File: config.mk
export PLATFORM = sky130hd
export DESIGN_NAME = pbi_top
export DESIGN_NICKNAME = d
export VERILOG_FILES = /design/src/rtl/pbi_pkg.sv /design/src/rtl/pbi_top.sv
export VERILOG_INCLUDE_DIRS = /design/src /design/src/rtl
export SDC_FILE = /design/constraint.sdc
export NUM_CORES = 1
export LEC_CHECK = 0
export BUFFER_PORTS_ARGS = -buffer_cell sky130_fd_sc_hd__buf_2
export CORE_ASPECT_RATIO = 0.6
export CORE_MARGIN = 2
export CORE_UTILIZATION = 50
export CTS_CLUSTER_SIZE = 28
export DETAILED_ROUTE_END_ITERATION = 7
export HOLD_SLACK_MARGIN = 0.03
export PLACE_DENSITY = 0.67
export SYNTH_ARGS = -nofsm -noshare
export SYNTH_HDL_FRONTEND = slang
export SYNTH_SLANG_ARGS = --single-unit
File: constraint.sdc
create_clock -name clk -period 12.6 [get_ports clk]
set_input_delay 0 -clock clk [delete_from_list [all_inputs] [get_ports clk]]
set_output_delay 0 -clock clk [all_outputs]
set_load 0.02 [all_outputs]
File: src/rtl/pbi_defines.svh
// Constants for the two-channel push-button telegram block
// Functional notes
// - A channel set to no function is fully inactive and sends nothing.
// - Switching: rising and falling edges each pick off, on, toggle or no reaction.
// - Switching toggle inverts the stored object value and sends it.
// - Cyclic sending repeats the object value, even when the edge is no reaction.
// - Cyclic sending starts at return on matching value, never before 17 s if limited.
// - A disabled input sends no cyclic telegrams.
// - Dimming selects single-area or dual-area operation of the channel.
// - Darker/off: short press sends off, long press sends darker.
// - Brighter/on: short press sends on, long press sends brighter.
// - Dimming toggle: short press inverts the stored switching state and sends it.
// - Short/long split by configurable time; separate brighter and darker step widths.
// - Optional stop telegram on release after dimming.
// - Optional dimming repetition each configured interval while still pressed.
// - Short-long-short: rising edge sends short and starts first phase timer.
// - Short-long-short: first phase expiry sends long and starts slat timer.
// - Short-long-short: release during slat timer sends one more short.
// - Short-long-short: nothing more once slat timer has expired.
// - Long-short: rising edge sends long and starts slat timer.
// - Long-short: release during slat timer sends short.
// - Long-short: nothing more once slat timer has expired.
// - Blind rising-edge command sets direction up, down or toggle.
// - During shared startup delay all edges are discarded unevaluated.
// - With rate limit on, no telegram during first 17 s after return.
`ifndef PBI_DEFINES_SVH
`define PBI_DEFINES_SVH
`define PBI_OFS_CTRL 3'h0
`define PBI_OFS_CFG0 3'h1
`define PBI_OFS_CFG1 3'h2
`define PBI_OFS_TIM0 3'h3
`define PBI_OFS_TIM1 3'h4
`define PBI_OFS_REP0 3'h5
`define PBI_OFS_REP1 3'h6
`define PBI_OFS_STAT 3'h7
`define PBI_CT_RATE 16
`define PBI_CT_DIS 24
`define PBI_CF_FN 0
`define PBI_CF_RISE 2
`define PBI_CF_FALL 4
`define PBI_CF_RET 6
`define PBI_CF_CYC 8
`define PBI_CF_DUAL 10
`define PBI_CF_STOP 11
`define PBI_CF_REP 12
`define PBI_CF_LS 13
`define PBI_CF_BSTEP 16
`define PBI_CF_DSTEP 20
`define PBI_FN_NONE 2'h0
`define PBI_FN_SW 2'h1
`define PBI_FN_DIM 2'h2
`define PBI_FN_BLIND 2'h3
`define PBI_CMD_NONE 2'h0
`define PBI_CMD_A 2'h1
`define PBI_CMD_B 2'h2
`define PBI_CMD_TOG 2'h3
`define PBI_CTRL_RST 32'h0000_0000
`define PBI_CFG_RST 32'h0000_0000
`define PBI_TIM_RST 32'h0bb8_01f4
`define PBI_REP_RST 32'h0000_01f4
`define PBI_CLK_HZ 10000000
`define PBI_MS_NS 1000000
`define PBI_MS_CYCLES (`PBI_MS_NS / (1000000000 / `PBI_CLK_HZ))
`define PBI_RATE_S 17
`define PBI_RATE_MS (`PBI_RATE_S * 1000)
`endif

File: src/rtl/pbi_pkg.sv
// Types for the push-button telegram block
package pbi_pkg;
	typedef enum logic [4:0]
	{
		PBI_IDLE = 5'b00001,
		PBI_WAIT = 5'b00010,
		PBI_DIM = 5'b00100,
		PBI_SLAT = 5'b01000,
		PBI_HOLD = 5'b10000
	} pbi_state_t;
	typedef enum logic [2:0]
	{
		PBI_TG_NONE = 3'h0,
		PBI_TG_SWITCH = 3'h1,
		PBI_TG_DIM = 3'h2,
		PBI_TG_STOP = 3'h3,
		PBI_TG_SHORT = 3'h4,
		PBI_TG_LONG = 3'h5
	} pbi_kind_t;
endpackage

File: src/rtl/pbi_top.sv
// Two-input push-button evaluation with Avalon-MM configuration
`timescale 1ns/1ns
`include "pbi_defines.svh"
module pbi_top
	import pbi_pkg::*;
#(
	parameter int MS_CYCLES = `PBI_MS_CYCLES,
	parameter int RATE_MS = `PBI_RATE_MS
)
(
	input wire logic clk,
	input wire logic reset,
	input wire logic [1:0] button_in,
	input wire logic bus_ok,
	input wire logic [2:0] avs_address,
	input wire logic avs_read,
	input wire logic avs_write,
	input wire logic [31:0] avs_writedata,
	input wire logic [3:0] avs_byteenable,
	output logic [31:0] avs_readdata,
	output logic avs_waitrequest,
	output logic tg_valid,
	output logic tg_chan,
	output pbi_kind_t tg_kind,
	output logic [3:0] tg_data
);
	function automatic logic [31:0] be_merge(input logic [31:0] old, input logic [31:0] wd,
		input logic [3:0] be);
		logic [31:0] r;
		r = old;
		for (int i = 0; i < 4; i++)
			if (be[i])
				r[i*8 +: 8] = wd[i*8 +: 8];
		return r;
	endfunction

	// Returns {send, value} for a switching command applied to the object
	function automatic logic [1:0] sw_cmd(input logic [1:0] cmd, input logic obj);
		logic [1:0] r;
		r = 2'h0;
		unique case (cmd)
			`PBI_CMD_NONE: r = 2'h0;
			`PBI_CMD_A: r = 2'h2;
			`PBI_CMD_B: r = 2'h3;
			`PBI_CMD_TOG: r = {1'b1, ~obj};
		endcase
		return r;
	endfunction

	logic [13:0] pre_ff, nxt_pre;
	logic [15:0] start_ff, nxt_start;
	logic bus_s1_ff, bus_s2_ff, bus_prev_ff;
	logic [1:0] in_s1_ff, in_s2_ff;
	logic startup_act, rate_block;
	logic [31:0] ctrl_ff, nxt_ctrl;
	logic [31:0] cfg_ff [2];
	logic [31:0] nxt_cfg [2];
	logic [31:0] tim_ff [2];
	logic [31:0] nxt_tim [2];
	logic [31:0] rep_ff [2];
	logic [31:0] nxt_rep [2];
	logic [31:0] rdata_ff, nxt_rdata;
	logic wait_ff, nxt_wait;
	pbi_state_t state_ff [2];
	pbi_state_t nxt_state [2];
	logic [15:0] timer_ff [2];
	logic [15:0] nxt_timer [2];
	logic [15:0] cyc_ff [2];
	logic [15:0] nxt_cyc [2];
	logic [1:0] prev_ff, nxt_prev;
	logic [1:0] obj_ff, nxt_obj;
	logic [1:0] bdir_ff, nxt_bdir;
	logic [1:0] due_ff, nxt_due;
	logic [1:0] ret_ff, nxt_ret;
	logic tgv_ff, nxt_tgv;
	logic tgc_ff, nxt_tgc;
	pbi_kind_t tgk_ff, nxt_tgk;
	logic [3:0] tgd_ff, nxt_tgd;
	logic act_c, cs_c, rise_c, fall_c, proc_c;

	assign startup_act = start_ff < ctrl_ff[15:0];
	assign rate_block = ctrl_ff[`PBI_CT_RATE] && (start_ff < RATE_MS[15:0]);
	assign avs_readdata = rdata_ff;
	assign avs_waitrequest = wait_ff;
	assign tg_valid = tgv_ff;
	assign tg_chan = tgc_ff;
	assign tg_kind = tgk_ff;
	assign tg_data = tgd_ff;

	// Startup timebase; restarted by bus voltage return
	always_comb
	begin
		nxt_pre = (pre_ff == 14'(MS_CYCLES - 1)) ? 14'h0 : pre_ff + 14'h1;
		nxt_start = start_ff;
		if (bus_s2_ff && !bus_prev_ff)
			nxt_start = 16'h0;
		else if (pre_ff == 14'h0 && start_ff != 16'hffff)
			nxt_start = start_ff + 16'h1;
	end

	// One wait state: waitrequest drops the cycle after a request is seen
	always_comb
	begin
		nxt_wait = !((avs_read || avs_write) && wait_ff);
		nxt_rdata = rdata_ff;
		nxt_ctrl = ctrl_ff;
		nxt_cfg = cfg_ff;
		nxt_tim = tim_ff;
		nxt_rep = rep_ff;
		if (avs_read && wait_ff)
		begin
			unique case (avs_address)
				`PBI_OFS_CTRL: nxt_rdata = ctrl_ff;
				`PBI_OFS_CFG0: nxt_rdata = cfg_ff[0];
				`PBI_OFS_CFG1: nxt_rdata = cfg_ff[1];
				`PBI_OFS_TIM0: nxt_rdata = tim_ff[0];
				`PBI_OFS_TIM1: nxt_rdata = tim_ff[1];
				`PBI_OFS_REP0: nxt_rdata = rep_ff[0];
				`PBI_OFS_REP1: nxt_rdata = rep_ff[1];
				`PBI_OFS_STAT: nxt_rdata = {11'h0, state_ff[1], 3'h0, state_ff[0], 2'h0,
					rate_block, startup_act, bdir_ff, obj_ff};
			endcase
		end
		if (avs_write && !wait_ff)
		begin
			unique case (avs_address)
				`PBI_OFS_CTRL: nxt_ctrl = be_merge(ctrl_ff, avs_writedata, avs_byteenable);
				`PBI_OFS_CFG0: nxt_cfg[0] = be_merge(cfg_ff[0], avs_writedata, avs_byteenable);
				`PBI_OFS_CFG1: nxt_cfg[1] = be_merge(cfg_ff[1], avs_writedata, avs_byteenable);
				`PBI_OFS_TIM0: nxt_tim[0] = be_merge(tim_ff[0], avs_writedata, avs_byteenable);
				`PBI_OFS_TIM1: nxt_tim[1] = be_merge(tim_ff[1], avs_writedata, avs_byteenable);
				`PBI_OFS_REP0: nxt_rep[0] = be_merge(rep_ff[0], avs_writedata, avs_byteenable);
				`PBI_OFS_REP1: nxt_rep[1] = be_merge(rep_ff[1], avs_writedata, avs_byteenable);
				`PBI_OFS_STAT: nxt_ctrl = ctrl_ff;
			endcase
		end
	end

	// Channels take turns on the first two cycles of each millisecond, so two
	// telegrams never collide on the single output and no queue is needed.
	always_comb
	begin
		logic [31:0] cfg;
		logic [1:0] fn, rcmd, sc;
		logic [15:0] tmr;
		logic snd, dir, val;
		pbi_kind_t kind;
		logic [3:0] dat;
		cfg = 32'h0;
		fn = 2'h0;
		rcmd = 2'h0;
		sc = 2'h0;
		tmr = 16'h0;
		snd = 1'b0;
		dir = 1'b0;
		val = 1'b0;
		kind = PBI_TG_NONE;
		dat = 4'h0;
		nxt_state = state_ff;
		nxt_timer = timer_ff;
		nxt_cyc = cyc_ff;
		nxt_prev = prev_ff;
		nxt_obj = obj_ff;
		nxt_bdir = bdir_ff;
		nxt_due = due_ff;
		nxt_ret = ret_ff;
		nxt_tgv = 1'b0;
		nxt_tgc = tgc_ff;
		nxt_tgk = tgk_ff;
		nxt_tgd = tgd_ff;
		act_c = pre_ff < 14'h2;
		cs_c = pre_ff[0];
		cfg = cfg_ff[cs_c];
		fn = cfg[`PBI_CF_FN +: 2];
		rcmd = cfg[`PBI_CF_RISE +: 2];
		rise_c = in_s2_ff[cs_c] && !prev_ff[cs_c];
		fall_c = !in_s2_ff[cs_c] && prev_ff[cs_c];
		proc_c = 1'b0;
		tmr = (timer_ff[cs_c] == 16'hffff) ? timer_ff[cs_c] : timer_ff[cs_c] + 16'h1;
		if (bus_s2_ff && !bus_prev_ff)
			nxt_ret = 2'h0;
		else if (act_c)
		begin
			nxt_prev[cs_c] = in_s2_ff[cs_c];
			nxt_timer[cs_c] = tmr;
			nxt_cyc[cs_c] = cyc_ff[cs_c] + 16'h1;
			if (fn == `PBI_FN_NONE || startup_act || ctrl_ff[`PBI_CT_DIS + 32'(cs_c)])
			begin
				nxt_state[cs_c] = PBI_IDLE;
				nxt_cyc[cs_c] = 16'h0;
				nxt_due[cs_c] = 1'b0;
			end
			else if (!ret_ff[cs_c])
			begin
				// Reaction once the startup delay has run out
				nxt_ret[cs_c] = 1'b1;
				nxt_cyc[cs_c] = 16'h0;
				nxt_state[cs_c] = PBI_IDLE;
				if (fn == `PBI_FN_SW)
				begin
					sc = sw_cmd(cfg[`PBI_CF_RET +: 2], obj_ff[cs_c]);
					val = sc[1] ? sc[0] : obj_ff[cs_c];
					nxt_obj[cs_c] = val;
					snd = sc[1];
					kind = PBI_TG_SWITCH;
					dat = {3'h0, val};
					nxt_due[cs_c] = (cfg[`PBI_CF_CYC +: 2] != 2'h0) && !sc[1];
				end
			end
			else
			begin
				proc_c = 1'b1;
				unique case (state_ff[cs_c])
					PBI_IDLE:
					begin
						if (fn == `PBI_FN_SW)
						begin
							sc = sw_cmd(rise_c ? rcmd : cfg[`PBI_CF_FALL +: 2], obj_ff[cs_c]);
							if ((rise_c || fall_c) && sc[1])
							begin
								nxt_obj[cs_c] = sc[0];
								snd = 1'b1;
								kind = PBI_TG_SWITCH;
								dat = {3'h0, sc[0]};
							end
						end
						else if (rise_c && rcmd != `PBI_CMD_NONE)
						begin
							nxt_timer[cs_c] = 16'h0;
							if (fn == `PBI_FN_DIM)
								nxt_state[cs_c] = PBI_WAIT;
							else
							begin
								dir = (rcmd == `PBI_CMD_TOG) ? ~bdir_ff[cs_c] : (rcmd == `PBI_CMD_B);
								nxt_bdir[cs_c] = dir;
								snd = 1'b1;
								dat = {3'h0, dir};
								kind = cfg[`PBI_CF_LS] ? PBI_TG_LONG : PBI_TG_SHORT;
								nxt_state[cs_c] = cfg[`PBI_CF_LS] ? PBI_SLAT : PBI_WAIT;
							end
						end
					end
					PBI_WAIT:
					begin
						if (fn == `PBI_FN_DIM && fall_c)
						begin
							sc = sw_cmd(rcmd, obj_ff[cs_c]);
							nxt_obj[cs_c] = sc[0];
							snd = 1'b1;
							kind = PBI_TG_SWITCH;
							dat = {3'h0, sc[0]};
							nxt_state[cs_c] = PBI_IDLE;
						end
						else if (fall_c)
							nxt_state[cs_c] = PBI_IDLE;
						else if (tmr >= tim_ff[cs_c][15:0])
						begin
							nxt_timer[cs_c] = 16'h0;
							snd = 1'b1;
							if (fn == `PBI_FN_DIM)
							begin
								dir = (rcmd == `PBI_CMD_TOG) ? ~obj_ff[cs_c] : (rcmd == `PBI_CMD_B);
								nxt_bdir[cs_c] = dir;
								kind = PBI_TG_DIM;
								dat = {dir, dir ? cfg[`PBI_CF_BSTEP +: 3] : cfg[`PBI_CF_DSTEP +: 3]};
								nxt_state[cs_c] = PBI_DIM;
							end
							else
							begin
								kind = PBI_TG_LONG;
								dat = {3'h0, bdir_ff[cs_c]};
								nxt_state[cs_c] = PBI_SLAT;
							end
						end
					end
					PBI_DIM:
					begin
						if (fall_c)
						begin
							snd = cfg[`PBI_CF_STOP];
							kind = PBI_TG_STOP;
							dat = 4'h0;
							nxt_state[cs_c] = PBI_IDLE;
						end
						else if (cfg[`PBI_CF_REP] && tmr >= rep_ff[cs_c][15:0])
						begin
							nxt_timer[cs_c] = 16'h0;
							snd = 1'b1;
							kind = PBI_TG_DIM;
							dir = bdir_ff[cs_c];
							dat = {dir, dir ? cfg[`PBI_CF_BSTEP +: 3] : cfg[`PBI_CF_DSTEP +: 3]};
						end
					end
					PBI_SLAT:
					begin
						if (fall_c)
						begin
							snd = 1'b1;
							kind = PBI_TG_SHORT;
							dat = {3'h0, bdir_ff[cs_c]};
							nxt_state[cs_c] = PBI_IDLE;
						end
						else if (tmr >= tim_ff[cs_c][31:16])
							nxt_state[cs_c] = PBI_HOLD;
					end
					PBI_HOLD:
					begin
						if (fall_c)
							nxt_state[cs_c] = PBI_IDLE;
					end
					default: nxt_state[cs_c] = PBI_IDLE;
				endcase
				// Cyclic repeat waits behind an edge telegram and behind the rate limit
				if (fn == `PBI_FN_SW && cfg[`PBI_CF_CYC +: 2] != 2'h0)
				begin
					if (rep_ff[cs_c][31:16] != 16'h0 && nxt_cyc[cs_c] >= rep_ff[cs_c][31:16])
					begin
						nxt_cyc[cs_c] = 16'h0;
						nxt_due[cs_c] = 1'b1;
					end
					if (due_ff[cs_c] && !snd && !rate_block)
					begin
						nxt_due[cs_c] = 1'b0;
						snd = cfg[`PBI_CF_CYC + 32'(obj_ff[cs_c])];
						kind = PBI_TG_SWITCH;
						dat = {3'h0, obj_ff[cs_c]};
					end
				end
			end
			if (snd)
			begin
				nxt_tgv = !rate_block;
				nxt_tgc = (fn == `PBI_FN_DIM && cfg[`PBI_CF_DUAL]) ? 1'b0 : cs_c;
				nxt_tgk = kind;
				nxt_tgd = dat;
			end
		end
	end

	always_ff @(posedge clk or posedge reset)
	begin
		if (reset)
		begin
			pre_ff <= 14'h0;
			start_ff <= 16'h0;
			bus_s1_ff <= 1'b0;
			bus_s2_ff <= 1'b0;
			bus_prev_ff <= 1'b0;
			in_s1_ff <= 2'h0;
			in_s2_ff <= 2'h0;
			ctrl_ff <= `PBI_CTRL_RST;
			rdata_ff <= 32'h0;
			wait_ff <= 1'b1;
			prev_ff <= 2'h0;
			obj_ff <= 2'h0;
			bdir_ff <= 2'h0;
			due_ff <= 2'h0;
			ret_ff <= 2'h0;
			tgv_ff <= 1'b0;
			tgc_ff <= 1'b0;
			tgk_ff <= PBI_TG_NONE;
			tgd_ff <= 4'h0;
			for (int i = 0; i < 2; i++)
			begin
				cfg_ff[i] <= `PBI_CFG_RST;
				tim_ff[i] <= `PBI_TIM_RST;
				rep_ff[i] <= `PBI_REP_RST;
				state_ff[i] <= PBI_IDLE;
				timer_ff[i] <= 16'h0;
				cyc_ff[i] <= 16'h0;
			end
		end
		else
		begin
			pre_ff <= nxt_pre;
			start_ff <= nxt_start;
			bus_s1_ff <= bus_ok;
			bus_s2_ff <= bus_s1_ff;
			bus_prev_ff <= bus_s2_ff;
			in_s1_ff <= button_in;
			in_s2_ff <= in_s1_ff;
			ctrl_ff <= nxt_ctrl;
			rdata_ff <= nxt_rdata;
			wait_ff <= nxt_wait;
			prev_ff <= nxt_prev;
			obj_ff <= nxt_obj;
			bdir_ff <= nxt_bdir;
			due_ff <= nxt_due;
			ret_ff <= nxt_ret;
			tgv_ff <= nxt_tgv;
			tgc_ff <= nxt_tgc;
			tgk_ff <= nxt_tgk;
			tgd_ff <= nxt_tgd;
			cfg_ff <= nxt_cfg;
			tim_ff <= nxt_tim;
			rep_ff <= nxt_rep;
			state_ff <= nxt_state;
			timer_ff <= nxt_timer;
			cyc_ff <= nxt_cyc;
		end
	end
endmodule

==> results.toml <==
[die]
die_w_um = 274.1
ios = 88
rows = 59
die_area_um2 = 45510
coreArea_um2 = 43260
die_y_um = 166.0
start_util_pct = 50.58

[logic_synthesis]
synth_top_flop_cell = "dfrtp_1"
syn_nets = 2136
synth_async_sr_flop_share_pct = 100.0
yosys_register_bits = 387
synth_edf_count = 0
synth_seq_area_share_pct = 44.49
avgSynthCellArea_um2 = 10.92
synth_cells = 2004
netlist_area_um2 = 21880
yosysUniqueCellTypes = 86
ys_warn_count = 0

[clocking]
post_cts_buffers = 0
numCtsBuffers = 38
cts.sinks = 387
path_clk_slew_ps = 70
ctsResizeCount = 0
root_buffer = "clkbuf_16"
clock_path_buffers = 3
cts_tree = "yes"
insertion_delay_ps = 550
htree_levels = 2
cts_hold_buf = 38

[global_routing]
grt_use_total_pct = 29.89
grt_start_max_net_pins = 178
grt_pass1_vias = 16739
antenna_found_initial = 1
grt_overflow = 0
grt_pass1_wl_um = 103800

[worst_setup_path]
rr_endpoint = "timer_ff[28]"
critPathBufInv = 2
required_ps = 13010
path_delay_family = "simple AND/OR/NAND/NOR gates"
setup.worst_path.end_class = "register"
cp_max_fo = 68
reg2reg_setup_slack_ps = 5150
critical_path.cell_chain = "buf_4 -> buf_4 -> nand4_1 -> a21oi_2 -> nand4_1 -> nor2b_1 -> and3_1 -> xnor2_1 -> ha_1 -> nand2_1 -> nor2_1 -> nand2_1 -> o21ai_0 -> o221ai_2 -> nor3_4 -> nor2b_1 -> mux2_2"
worstReg2RegStart = "pre_ff[0]"
crit_path_max_incr_delay_ps = 880
arrival_ps = 7860
rr_worst_depth = 17
worst-setup-path-type = "register to register"
slowest_stage = "buf_4"
start_kind = "register"

[detailed_routing]
route.detailed.drc = 0
vias = 17167
drt-total-wl_um = 67500
wl_per_cell_um = 24.91
drt_iter0_markers = 2039
drtAntennaViolNets = 0
viasPerCell = 6.335
dr.pass1.iters = 7

[pwr]
p_leak_uw = 0.01137
power_density_nw_per_um2 = 140.8
total_power_uw = 3438
vdd_ir_drop_max_v = 0.0001133

[place]
post_dp_cell_area_um2 = 22820
gp_congestion = 0.9853
port-buffer-count = 87
dp_hpwl_um = 48750

[final_layout]
fin_area_um2 = 24420
diodes = 0
nNetsFinal = 2235
nFillCells = 3720
post-route-util_pct = 56.46
drive_gt1_share_pct = 24.45
syn_to_final_growth_pct = 11.61

[timing]
fmax_mhz = 134.2
tns_ps = 0
setup_viol = 0
rsz0062_at_grt = "false"
fin_crit_sh_pct = 59.14
finalHoldViolCount = 0
slew_headroom_pct = 19.97
period_needed_ps = 7451
maxSlewViolCount = 0
skew_ps = 29.70
tightest_slew_ps = 1196

[status]
status = "completed"

[hold_path]
hold_path.class = "input pin to asynchronous set/reset pin"

[flow_run]
max_cap_viol_count = 0
==> worst max-delay path by stage <==
stage                         start                         end  slack [ps]  depth (start not counted)
after detailed placement  pre_ff[0]                timer_ff[12]        5380                         17
after global placement    pre_ff[0]                  tg_data[2]        5740                         17
after global routing      pre_ff[0]                timer_ff[28]        4780                         17
after floorplan               reset  asynchronous set/reset pin        1910                          1
after CTS                 pre_ff[0]                timer_ff[28]        5320                         17
final                     pre_ff[0]                timer_ff[28]        5150                         17
==> layout make-up <==
class / instances / area, um2 / share of cell area, %
clock buffers: 58 / 1107 / 4.534
clock inverters: 10 / 112.6 / 0.4611
multi-input cells: 1481 / 11550 / 47.28
repair buffers: 150 / 1016 / 4.160
flip-flops and latches: 387 / 9739 / 39.88
inverters: 45 / 176.4 / 0.7223
well taps: 579 / 724.4 / 2.966
==> stage by stage <==
stage               hold WS (ps)  worst slack (ps)  instances
CTS                        90.90              5318       2710
detailed placement         109.7              5384       2604
floorplan                  31.43              1912       2004
finish                     106.2              5149       2710
global route               89.67              4778       2710
global placement           110.7              5736       2604
==> synthesized netlist by cell type (all sizes together) (26+ instances only) <==
cell	number	area share (%)
o21ai	125	2.9
dfrtp	346	40
nor2	141	2.4
clkbuf	53	0.91
a21oi	80	1.8
nand4	26	0.81
nand2	187	3.2
dfstp	41	4.9
mux2	261	13
ha	86	4.9
inv	45	0.77
mux2i	120	5.5
buf	38	1.1
nand3	48	1.1
xor2	30	1.2
==> registers in the layout, summed over array words and instances (netlist names), 2 cells and up, named ones only <==
| signal | count |
|---|---|
| avs_readdata | 32 |
| bdir_ff | 2 |
| cfg_ff | 64 |
| ctrl_ff | 32 |
| cyc_ff | 32 |
| in_s1_ff | 2 |
| in_s2_ff | 2 |
| obj_ff | 2 |
| pre_ff | 14 |
| prev_ff | 2 |
| rep_ff | 64 |
| ret_ff | 2 |
| start_ff | 16 |
| state_ff | 10 |
| tg_data | 4 |
| tg_kind | 3 |
| tim_ff | 64 |
| timer_ff | 32 |
==> metal layers <==
layer,wire length [um],global-route usage [%]
met2,27970,41.79
met3,7481,9.673
met1,30390,44.65
met4,1657,7.278
met5,0,0
==> power breakdown <==
group,switching (uW),leakage (uW),internal [uW]
clock,495,0.000592,650
sequential,172,0.00496,1450
combinational,379,0.00582,297
total,1050,0.0114,2390
==> placed cells by master, fill, tap and decap left out, types with 13 or more instances in the layout <==
cell type / Yosys / layout
dfrtp_1: 346 / 345
mux2_2: 261 / 261
nand2_1: 187 / 186
nor2_1: 141 / 141
mux2i_1: 120 / 120
o21ai_0: 119 / 119
buf_2: 24 / 87
ha_1: 86 / 86
a21oi_1: 79 / 79
nand3_1: 48 / 48
inv_1: 44 / 43
dfstp_2: 41 / 41
clkbuf_16: 0 / 39
dlygate4sd3_1: 0 / 38
xor2_1: 30 / 30
nand4_1: 25 / 25
xnor2_1: 25 / 25
mux4_2: 25 / 25
buf_4: 4 / 24
a22o_1: 23 / 23
a31oi_1: 20 / 20
nor2b_1: 19 / 19
a211oi_1: 19 / 19
a22oi_1: 17 / 17
nor3_1: 15 / 15
clkbuf_1: 53 / 13
==> logic make-up after synthesis <==
logic type / synth area share, %
multiplexers: 21.49
AND/OR/NAND/NOR: 11.81
flip-flops: 44.49
XOR/XNOR: 2.201
adder cells (fa/ha/maj): 4.917
buffers and inverters: 2.750
AO/OA/AOI/OAI: 12.34
==> worst reg2reg max path: stages (launching register included) <==
cell and delay (ps):
dfrtp_4 730, buf_4 660, buf_4 880, nand4_1 310, a21oi_2 380, nand4_1 500
nor2b_1 340, and3_1 250, xnor2_1 440, ha_1 250, nand2_1 80, nor2_1 110
nand2_1 120, o21ai_0 710, o221ai_2 320, nor3_4 750, nor2b_1 180, mux2_2 310
(Power assumes the default switching activity.)
